**src/common/irq_ctrl_pkg.sv**
```systemverilog
// constants and types shared by the top-level vectored interrupt controller
package irq_ctrl_pkg;
    // exception table shape
    localparam int NUM_POS = 33;
    localparam int POS_W = 6;
    localparam int PERIPH_BASE = 16;
    localparam int PERIPH_COUNT = 17;
    localparam int PRIO_W = 5;
    localparam int EFF_W = 6;
    localparam int VEC_W = 32;
    // fixed positions
    localparam int POS_SP = 0;
    localparam int POS_RESET = 1;
    localparam int POS_NMI = 2;
    localparam int POS_HARD = 3;
    localparam int POS_MEM = 4;
    localparam int POS_BUS = 5;
    localparam int POS_USAGE = 6;
    localparam int POS_SVC = 11;
    localparam int POS_DBGMON = 12;
    localparam int POS_PEND_SERVICE = 14;
    localparam int POS_SYS_TICK = 15;
    localparam int FIRST_PROG = 4;
    // effective levels: fixed ones below every programmable one
    localparam logic [5:0] LVL_RESET = 6'h00;
    localparam logic [5:0] LVL_NMI = 6'h01;
    localparam logic [5:0] LVL_HARD = 6'h02;
    localparam logic [5:0] LVL_PROG_OFS = 6'h03;
    localparam logic [5:0] LVL_THREAD = 6'h23;
    // implemented peripheral lines: 2-5, 7-10, 12, 14-16
    localparam logic [16:0] PERIPH_MASK = 17'h1D7BC;
    // register byte offsets
    localparam logic [11:0] OFS_ENABLE_SET = 12'h000;
    localparam logic [11:0] OFS_ENABLE_CLEAR = 12'h004;
    localparam logic [11:0] OFS_PEND_SET = 12'h008;
    localparam logic [11:0] OFS_PEND_CLEAR = 12'h00C;
    localparam logic [11:0] OFS_ACTIVE = 12'h010;
    localparam logic [11:0] OFS_SYS_CTRL = 12'h014;
    localparam logic [11:0] OFS_STATUS = 12'h018;
    localparam logic [11:0] OFS_PRIO_BASE = 12'h100;
    localparam logic [11:0] OFS_VEC_BASE = 12'h200;
    // system control fields
    localparam int CTRL_MEM_EN = 0;
    localparam int CTRL_BUS_EN = 1;
    localparam int CTRL_USAGE_EN = 2;
    localparam int CTRL_DBGMON_EN = 3;
    localparam int CTRL_PEND_SERVICE_SET = 4;
    localparam int CTRL_PEND_SERVICE_CLR = 5;
    // reset values
    localparam logic [16:0] RST_ENABLE = 17'h00000;
    localparam logic [31:0] RST_VECTOR = 32'h00000000;
    localparam logic [4:0] RST_PRIO = 5'h00;

    typedef enum logic [2:0] {
        ST_LOAD_SP = 3'b001,
        ST_LOAD_PC = 3'b010,
        ST_RUN = 3'b100
    } boot_state_type;
endpackage

```
**src/hw/vectored_irq_ctrl.sv**
```systemverilog
// top-level vectored interrupt and exception controller with APB registers
//
// The APB register port and the register addresses are this design's own decisions.
`timescale 1ns/1ps

module vectored_irq_ctrl (
    input wire logic clk_sys,
    input wire logic reset,
    // APB slave
    input wire logic psel,
    input wire logic penable,
    input wire logic pwrite,
    input wire logic [11:0] paddr,
    input wire logic [31:0] pwdata,
    output logic [31:0] prdata,
    output logic pready,
    output logic pslverr,
    // exception sources
    input wire logic [16:0] periph_irq,
    input wire logic nmi_req,
    input wire logic hard_fault_req,
    input wire logic [2:0] fault_req,
    input wire logic svc_req,
    input wire logic dbg_mon_req,
    input wire logic sys_tick_req,
    // core side
    output logic [16:0] periph_irq_level,
    output logic exc_req,
    output logic [5:0] exc_num,
    output logic [31:0] vector_value,
    output logic sp_load,
    output logic pc_load,
    input wire logic core_ack,
    input wire logic core_return,
    input wire logic [5:0] core_return_num
);
    localparam int N = irq_ctrl_pkg::NUM_POS;

    irq_ctrl_pkg::boot_state_type boot_state;
    logic [31:0] vec_table [N];
    logic [4:0] prio [N];
    logic [16:0] enable;
    logic [16:0] periph_pend;
    logic [15:0] sys_pend;
    logic [N-1:0] active;
    logic [3:0] ctrl_en;
    logic [5:0] eff [N];
    logic [N-1:0] pend_all;
    logic [N-1:0] cand;
    logic [5:0] cur_pri;
    logic [5:0] best_pri;
    logic [5:0] best_num;
    logic take;
    logic wr;
    logic rd_setup;
    logic hit_prio;
    logic hit_vec;
    logic [5:0] word_pos;
    logic mapped;
    logic [31:0] rd_value;
    logic entry;
    logic running;
    logic wr_enable_set;
    logic wr_enable_clear;
    logic wr_pend_set;
    logic wr_pend_clear;
    logic wr_sys_ctrl;

    assign wr = psel && penable && pwrite;
    // one strobe per register: each takes effect only at the access edge of a write
    assign wr_enable_set = wr && (paddr == irq_ctrl_pkg::OFS_ENABLE_SET);
    assign wr_enable_clear = wr && (paddr == irq_ctrl_pkg::OFS_ENABLE_CLEAR);
    assign wr_pend_set = wr && (paddr == irq_ctrl_pkg::OFS_PEND_SET);
    assign wr_pend_clear = wr && (paddr == irq_ctrl_pkg::OFS_PEND_CLEAR);
    assign wr_sys_ctrl = wr && (paddr == irq_ctrl_pkg::OFS_SYS_CTRL);
    assign rd_setup = psel && !penable;
    assign word_pos = paddr[7:2];
    assign hit_prio = (paddr[11:8] == irq_ctrl_pkg::OFS_PRIO_BASE[11:8])
                      && (word_pos < 6'(N)) && (paddr[1:0] == 2'b00);
    assign hit_vec = (paddr[11:8] == irq_ctrl_pkg::OFS_VEC_BASE[11:8])
                     && (word_pos < 6'(N)) && (paddr[1:0] == 2'b00);
    // an ack while no request stands is ignored, so a late ack cannot enter anything
    assign entry = core_ack && exc_req;
    assign running = (boot_state == irq_ctrl_pkg::ST_RUN);
    // single-cycle access: data is prepared in the setup phase
    assign pready = 1'b1;

    // effective level per position and its pending / candidate state
    genvar g;
    generate
        for (g = 0; g < N; g++) begin : g_pos
            if (g == irq_ctrl_pkg::POS_RESET) begin : g_rst
                assign eff[g] = irq_ctrl_pkg::LVL_RESET;
            end else if (g == irq_ctrl_pkg::POS_NMI) begin : g_nmi
                assign eff[g] = irq_ctrl_pkg::LVL_NMI;
            end else if (g == irq_ctrl_pkg::POS_HARD) begin : g_hard
                assign eff[g] = irq_ctrl_pkg::LVL_HARD;
            end else begin : g_prog
                assign eff[g] = {1'b0, prio[g]} + irq_ctrl_pkg::LVL_PROG_OFS;
            end
            if (g >= 18) begin : g_per
                // positions 16 and 17 (masked lines 0 and 1) fall to the tie-off branch below
                assign pend_all[g] = periph_pend[g - irq_ctrl_pkg::PERIPH_BASE];
                assign cand[g] = pend_all[g] && !active[g]
                                 && enable[g - irq_ctrl_pkg::PERIPH_BASE];
            end else if (g >= irq_ctrl_pkg::PERIPH_BASE || g < irq_ctrl_pkg::POS_NMI)
                begin : g_none
                assign pend_all[g] = 1'b0;
                assign cand[g] = 1'b0;
            end else begin : g_sys
                assign pend_all[g] = sys_pend[g];
                assign cand[g] = pend_all[g] && !active[g];
            end
        end
    endgenerate

    // level requests per peripheral line
    always_comb begin
        periph_irq_level = periph_pend & enable & irq_ctrl_pkg::PERIPH_MASK;
    end

    // current execution level: most urgent active exception, else thread; reset level until the boot sequence ends
    always_comb begin
        cur_pri = irq_ctrl_pkg::LVL_THREAD;
        for (int i = 0; i < N; i++) begin
            if (active[i] && eff[i] < cur_pri) begin
                cur_pri = eff[i];
            end
        end
        if (!running) begin
            cur_pri = irq_ctrl_pkg::LVL_RESET;
        end
    end

    // most urgent candidate; ascending scan with strict compare keeps the lowest position
    always_comb begin
        best_pri = irq_ctrl_pkg::LVL_THREAD;
        best_num = 6'h00;
        for (int i = 0; i < N; i++) begin
            if (cand[i] && eff[i] < best_pri) begin
                best_pri = eff[i];
                best_num = 6'(i);
            end
        end
        // strict compare: equal level never preempts, so NMI stays in service
        take = running && (best_pri < cur_pri);
    end

    // boot sequence: stack pointer, then reset vector, then thread level
    always_ff @(posedge clk_sys) begin
        if (reset) begin
            boot_state <= irq_ctrl_pkg::ST_LOAD_SP;
        end else begin
            unique case (boot_state)
                irq_ctrl_pkg::ST_LOAD_SP: boot_state <= irq_ctrl_pkg::ST_LOAD_PC;
                irq_ctrl_pkg::ST_LOAD_PC: boot_state <= irq_ctrl_pkg::ST_RUN;
                irq_ctrl_pkg::ST_RUN: boot_state <= irq_ctrl_pkg::ST_RUN;
                default: boot_state <= irq_ctrl_pkg::ST_LOAD_SP;
            endcase
        end
    end

    // core-facing outputs except periph_irq_level, all from flops
    always_ff @(posedge clk_sys) begin
        if (reset) begin
            sp_load <= 1'b0;
            pc_load <= 1'b0;
            exc_req <= 1'b0;
            exc_num <= 6'h00;
            vector_value <= irq_ctrl_pkg::RST_VECTOR;
        end else begin
            sp_load <= (boot_state == irq_ctrl_pkg::ST_LOAD_SP);
            pc_load <= (boot_state == irq_ctrl_pkg::ST_LOAD_PC);
            // suppress the request in the cycle after an entry so a stale pick is not shown
            exc_req <= take && !entry;
            if (boot_state == irq_ctrl_pkg::ST_LOAD_SP) begin
                vector_value <= vec_table[irq_ctrl_pkg::POS_SP];
                exc_num <= 6'(irq_ctrl_pkg::POS_SP);
            end else if (boot_state == irq_ctrl_pkg::ST_LOAD_PC) begin
                vector_value <= vec_table[irq_ctrl_pkg::POS_RESET];
                exc_num <= 6'(irq_ctrl_pkg::POS_RESET);
            end else if (take && !entry) begin
                vector_value <= vec_table[best_num];
                exc_num <= best_num;
            end
        end
    end

    // vector table and priority storage
    always_ff @(posedge clk_sys) begin
        if (reset) begin
            for (int i = 0; i < N; i++) begin
                vec_table[i] <= irq_ctrl_pkg::RST_VECTOR;
                prio[i] <= irq_ctrl_pkg::RST_PRIO;
            end
        end else if (wr) begin
            if (hit_vec) begin
                vec_table[word_pos] <= pwdata;
            end
            // fixed levels are not programmable
            if (hit_prio && word_pos >= 6'(irq_ctrl_pkg::FIRST_PROG)) begin
                prio[word_pos] <= pwdata[4:0];
            end
        end
    end

    // enable mask: write-one set and clear, zeros ignored
    always_ff @(posedge clk_sys) begin
        if (reset) begin
            enable <= irq_ctrl_pkg::RST_ENABLE;
        end else if (wr_enable_set) begin
            enable <= enable | (pwdata[16:0] & irq_ctrl_pkg::PERIPH_MASK);
        end else if (wr_enable_clear) begin
            enable <= enable & ~pwdata[16:0];
        end
    end

    // peripheral pend latches; a set in the same cycle as a clear wins
    always_ff @(posedge clk_sys) begin
        if (reset) begin
            periph_pend <= 17'h00000;
        end else begin
            for (int b = 0; b < irq_ctrl_pkg::PERIPH_COUNT; b++) begin
                if (irq_ctrl_pkg::PERIPH_MASK[b]) begin
                    if (periph_irq[b]
                        || (wr_pend_set && pwdata[b])) begin
                        periph_pend[b] <= 1'b1;
                    end else if ((wr_pend_clear && pwdata[b])
                        || (entry && exc_num == 6'(b + irq_ctrl_pkg::PERIPH_BASE))) begin
                        periph_pend[b] <= 1'b0;
                    end
                end else begin
                    periph_pend[b] <= 1'b0;
                end
            end
        end
    end

    // fault handler enables and debug monitor enable
    always_ff @(posedge clk_sys) begin
        if (reset) begin
            ctrl_en <= 4'h0;
        end else if (wr_sys_ctrl) begin
            ctrl_en <= pwdata[3:0];
        end
    end

    // system exception pend bits
    always_ff @(posedge clk_sys) begin
        if (reset) begin
            sys_pend <= 16'h0000;
        end else begin
            for (int p = irq_ctrl_pkg::POS_NMI; p < irq_ctrl_pkg::PERIPH_BASE; p++) begin
                if (entry && exc_num == 6'(p)) begin
                    sys_pend[p] <= 1'b0;
                end
            end
            if (nmi_req) begin
                sys_pend[irq_ctrl_pkg::POS_NMI] <= 1'b1;
            end
            if (hard_fault_req) begin
                sys_pend[irq_ctrl_pkg::POS_HARD] <= 1'b1;
            end
            for (int f = 0; f < 3; f++) begin
                if (fault_req[f]) begin
                    // a fault that cannot run now goes to the hard fault handler
                    if (ctrl_en[f] && eff[irq_ctrl_pkg::POS_MEM + f] < cur_pri) begin
                        sys_pend[irq_ctrl_pkg::POS_MEM + f] <= 1'b1;
                    end else begin
                        sys_pend[irq_ctrl_pkg::POS_HARD] <= 1'b1;
                    end
                end
            end
            if (svc_req) begin
                sys_pend[irq_ctrl_pkg::POS_SVC] <= 1'b1;
            end
            // dropped, not held, when disabled or not more urgent than the current level
            if (dbg_mon_req && ctrl_en[irq_ctrl_pkg::CTRL_DBGMON_EN]
                && eff[irq_ctrl_pkg::POS_DBGMON] < cur_pri) begin
                sys_pend[irq_ctrl_pkg::POS_DBGMON] <= 1'b1;
            end
            // only software reaches this bit; no hardware input sets it
            if (wr_sys_ctrl) begin
                if (pwdata[irq_ctrl_pkg::CTRL_PEND_SERVICE_SET]) begin
                    sys_pend[irq_ctrl_pkg::POS_PEND_SERVICE] <= 1'b1;
                end else if (pwdata[irq_ctrl_pkg::CTRL_PEND_SERVICE_CLR]) begin
                    sys_pend[irq_ctrl_pkg::POS_PEND_SERVICE] <= 1'b0;
                end
            end
            if (sys_tick_req) begin
                sys_pend[irq_ctrl_pkg::POS_SYS_TICK] <= 1'b1;
            end
            sys_pend[1:0] <= 2'b00;
        end
    end

    // in-service tracking, driven only by the core handshake
    always_ff @(posedge clk_sys) begin
        if (reset) begin
            active <= '0;
        end else begin
            // an entry beats a return that names the same position
            for (int i = 0; i < N; i++) begin
                if (entry && exc_num == 6'(i)) begin
                    active[i] <= 1'b1;
                end else if (core_return && core_return_num == 6'(i)) begin
                    active[i] <= 1'b0;
                end
            end
        end
    end

    // read decode
    always_comb begin
        rd_value = 32'h00000000;
        mapped = 1'b1;
        if (hit_vec) begin
            rd_value = vec_table[word_pos];
        end else if (hit_prio) begin
            rd_value = {27'h0000000, prio[word_pos]};
        end else begin
            unique case (paddr)
                irq_ctrl_pkg::OFS_ENABLE_SET, irq_ctrl_pkg::OFS_ENABLE_CLEAR:
                    rd_value = {15'h0000, enable};
                irq_ctrl_pkg::OFS_PEND_SET, irq_ctrl_pkg::OFS_PEND_CLEAR:
                    rd_value = {15'h0000, periph_pend};
                irq_ctrl_pkg::OFS_ACTIVE:
                    rd_value = {15'h0000, active[N-1:irq_ctrl_pkg::PERIPH_BASE]};
                irq_ctrl_pkg::OFS_SYS_CTRL:
                    rd_value = {27'h0000000, sys_pend[irq_ctrl_pkg::POS_PEND_SERVICE], ctrl_en};
                irq_ctrl_pkg::OFS_STATUS:
                    rd_value = {8'h00, 2'b00, cur_pri, 2'b00, best_num, 2'b00, exc_num};
                default: mapped = 1'b0;
            endcase
        end
    end

    // read data captured in the setup phase; writes to read-only words are ignored
    always_ff @(posedge clk_sys) begin
        if (reset) begin
            prdata <= 32'h00000000;
            pslverr <= 1'b0;
        end else if (rd_setup) begin
            prdata <= pwrite ? 32'h00000000 : rd_value;
            pslverr <= !mapped;
        end
    end
endmodule // vectored_irq_ctrl

```
**config.mk**
```make
export PLATFORM = sky130hd
export DESIGN_NAME = vectored_irq_ctrl
export DESIGN_NICKNAME = d
export VERILOG_FILES = /design/src/common/irq_ctrl_pkg.sv /design/src/hw/vectored_irq_ctrl.sv
export SDC_FILE = /design/constraint.sdc
export NUM_CORES = 2
export LEC_CHECK = 0
export BUFFER_PORTS_ARGS = -buffer_cell sky130_fd_sc_hd__buf_2
export CORE_MARGIN = 4
export CORE_UTILIZATION = 55
export CTS_BUF_LIST = sky130_fd_sc_hd__clkbuf_4
export CTS_CLUSTER_DIAMETER = 80
export DETAILED_ROUTE_END_ITERATION = 7
export HOLD_SLACK_MARGIN = 0.05
export PLACE_DENSITY = 0.76
export SETUP_SLACK_MARGIN = 0.2
export SYNTH_ARGS = -nofsm -noshare
export SYNTH_HDL_FRONTEND = slang
export SYNTH_SLANG_ARGS = --single-unit
```
**constraint.sdc**
```tcl
create_clock -name clk_sys -period 91 [get_ports clk_sys]
set_input_delay 9.1 -clock clk_sys [delete_from_list [all_inputs] [get_ports clk_sys]]
set_output_delay 9.1 -clock clk_sys [all_outputs]
set_load 0.005 [all_outputs]
```
==> impl_metrics.toml <==
[outcome]
status = "finished clean"

[route]
drc_errors = 0
wl_per_cell_um = 28.5
vias_per_cell = 6.41
num_vias = 92500
drtIter0Drc = 12900
ant_nets = 0
drt-total-wl_mm = 411
first_pass_iters = 8

[worst_setup_path]
cp.required_ns = 92.36
worst_path_most_repeated_cell = "ha_1"
endpoint_kind = "register"
path_max_fanout = 14
path_class = "register to register"
critical_path.max_stage_delay_ns = 1.15
cp.arrival_ns = 61.44
critPathLaunchType = "register"
cp.buffers_inverters = 9
cpMaxStageDelayCell = "a211oi_1"
crit_family = "compound AO/OA/AOI/OAI gates"

[yosys]
synthArstFlopShare = 0
avgSynthCellArea_um2 = 13.4
ys_warn_count = 0
synth_edf_count = 2304
netlist_top_cells_area = "edfxtp_1, mux4_2, and2_1"
synth_area_um2 = 128000
synth_cell_type_count = 121
synth-main-ff-cell = "edfxtp_1"
postSynthCellCount = 9526
yosysSeqAreaShare = 0.565
synth-seq-cells = 2455
synth.top_cell.area_share = 0.541
yosysTopAreaCell = "edfxtp_1"

[timing]
slew_headroom = 0.0935
skew_ns = 0.137
finalHoldViolCount = 0
max_freq_mhz = 16.6
finalCriticalPeriod_ns = 60.09
setup_ws_ns = 30.91
min_period_over_period = 0.660
finalSetupTns_ns = 0
rsz0062_at_grt = "false"
finalMaxSlewViolations = 0
worst_pin_slew_ns = 1.35
setup_violations = 0

[layout]
drive_gt1_frac = 0.206
final_common_cell = "edfxtp_1"
final_cell_mix = "edfxtp_1, and2_1, conb_1"
syn2layout_area_growth_pct = 12.5
final_util = 0.624
fin_area_um2 = 144000
nets = 11200

[clock_tree]
clock_latency_ns = 1.46
clk_pin_slew_ns = 0.06
clock_path_buffers = 4
cts_setup_buffers = 0
cts_tree = "yes"
cts-root-buf = "clkbuf_4"
clock_sinks = 2455
h-tree-depth = 6
holdBufCountCts = 0
cts_resized = 0
numCtsBuffers = 644

[die]
die_x_um = 490
core_area_um2 = 231000
io_pins = 174
start_util = 0.554
die_h_um = 490
die-area_um2 = 240000
rows = 176

[global_route]
grt_max_degree = 138
grt_pass1_vias = 92100
antenna_found_initial = 44
grt_pass1_wl_mm = 596
track_usage = 0.336
grt_overflow = 0

[flow_run]
drv_cap = 0

[placed_design]
dp_slack_ns = 32.04
io_buffers = 162
gp_congestion = 0.954
placed_area_um2 = 136000
post-dp-hpwl_mm = 255

[power_and_ir_drop]
vdd_drop_max_v = 0.0000148
finalPower_uw = 2730
powerDensity_nw_per_um2 = 19.0
power_leakage_uw = 0.0538

[min_path]
hp-class = "register to register"
[synth_stat cells, types with 16 or more instances]
cell       instances
buf_1            110
edfxtp_1        2304
o21ai_1           22
a221oi_1          16
or3_1             24
a21o_1            45
a211oi_1          33
o221ai_1         131
nor2_1           374
xnor2_1           60
o211ai_1          59
mux4_2           746
a22oi_1           65
o21a_1            36
a31oi_1           56
inv_1            197
or2_2             84
nand3_1          238
dfxtp_1          151
and3_1            34
and2_1          1220
mux2i_1          398
nor3_1            60
o2111ai_1         28
nand2b_1          82
a21oi_1          408
o22ai_1           41
nor2b_1           43
xor2_1            64
o21ai_0          450
nand2_1          669
mux2_2            59
nand4_1           31
a2111oi_0         22
nand3b_1          28
ha_1             223
clkbuf_1         562
[kinds of logic (layout without fill, tap and decap cells)]
kind of cell | Yosys count | in the layout | synth area share
flip-flops | 2455 | 2455 | 0.565
multiplexers | 1218 | 1218 | 0.170
adder cells (fa/ha/maj) | 229 | 229 | 0.0223
XOR/XNOR | 124 | 124 | 0.00850
AND/OR/NAND/NOR | 2969 | 2969 | 0.124
other | 2 | 1138 | 0.0000588
AO/OA/AOI/OAI | 1637 | 1637 | 0.0841
buffers and inverters | 892 | 1623 | 0.0268
[path summary, 6_finish.rpt]
check / startpoint / endpoint / slack (ns) / cells after the start
hold / removal: enable[0] / enable[0] / 0.46 / 2
setup / recovery: prio[0][0] / vector_value[26] / 30.91 / 235
setup reg to reg: prio[0][0] / vector_value[26] / 30.91 / 235
hold reg to reg: enable[0] / enable[0] / 0.46 / 2
[flip-flops by register name, indices dropped and copies added, names as in the netlist, named ones only]
name	cells
ctrl_en	4
vector_value	32
pc_load	1
pslverr	1
sys_pend	9
prdata	32
periph_pend	12
prio	304
boot_state	3
exc_req	1
enable	5
active	33
exc_num	6
vec_table	2000
[report_power, final]
group          switching (uW)  leakage (uW)  total (uW)  internal, uW
clock network             453       0.00477         961           508
logic                     272        0.0256         422           150
registers                36.0        0.0234        1350          1310
total                     761        0.0538        2730          1970
[area by class of cell]
cell class | count | area (um2)
clock buffer | 935 | 7020
multi-input combinational | 7286 | 56600
clock inverter | 143 | 985
timing repair buffer | 346 | 2350
sequential | 2455 | 72200
antenna | 29 | 72.6
tap | 3026 | 3790
inverter | 199 | 747
fill | 17300 | 86800
[per-stage QoR]
step           cells  hold slack [ns]
3_3_place_gp   13300            0.436
3_5_place_dp   13300            0.449
2_1_floorplan  10600            0.426
6_report       14400            0.463
5_1_grt        14400            0.469
4_1_cts        14400            0.457
[routing by layer]
layer | vias to the layer above | part of all wire | track usage
li1 | 38700 | - | -
met1 | 45100 | 0.34 | 0.410
met2 | 6943 | 0.45 | 0.514
met3 | 1721 | 0.14 | 0.117
met4 | 26 | 0.071 | 0.210
met5 | - | 0.00042 | 0
[worst register-to-register path: cells and delay by family (launching register included)]
kind | cells | cell delay [ns]
AO/OA/AOI/OAI | 104 | 28.21
adder cells (fa/ha/maj) | 31 | 8.94
buffers and inverters | 9 | 0.82
flip-flops | 1 | 0.51
multiplexers | 17 | 6.08
AND/OR/NAND/NOR | 74 | 15.34
Power figures use the tool's default switching activity.
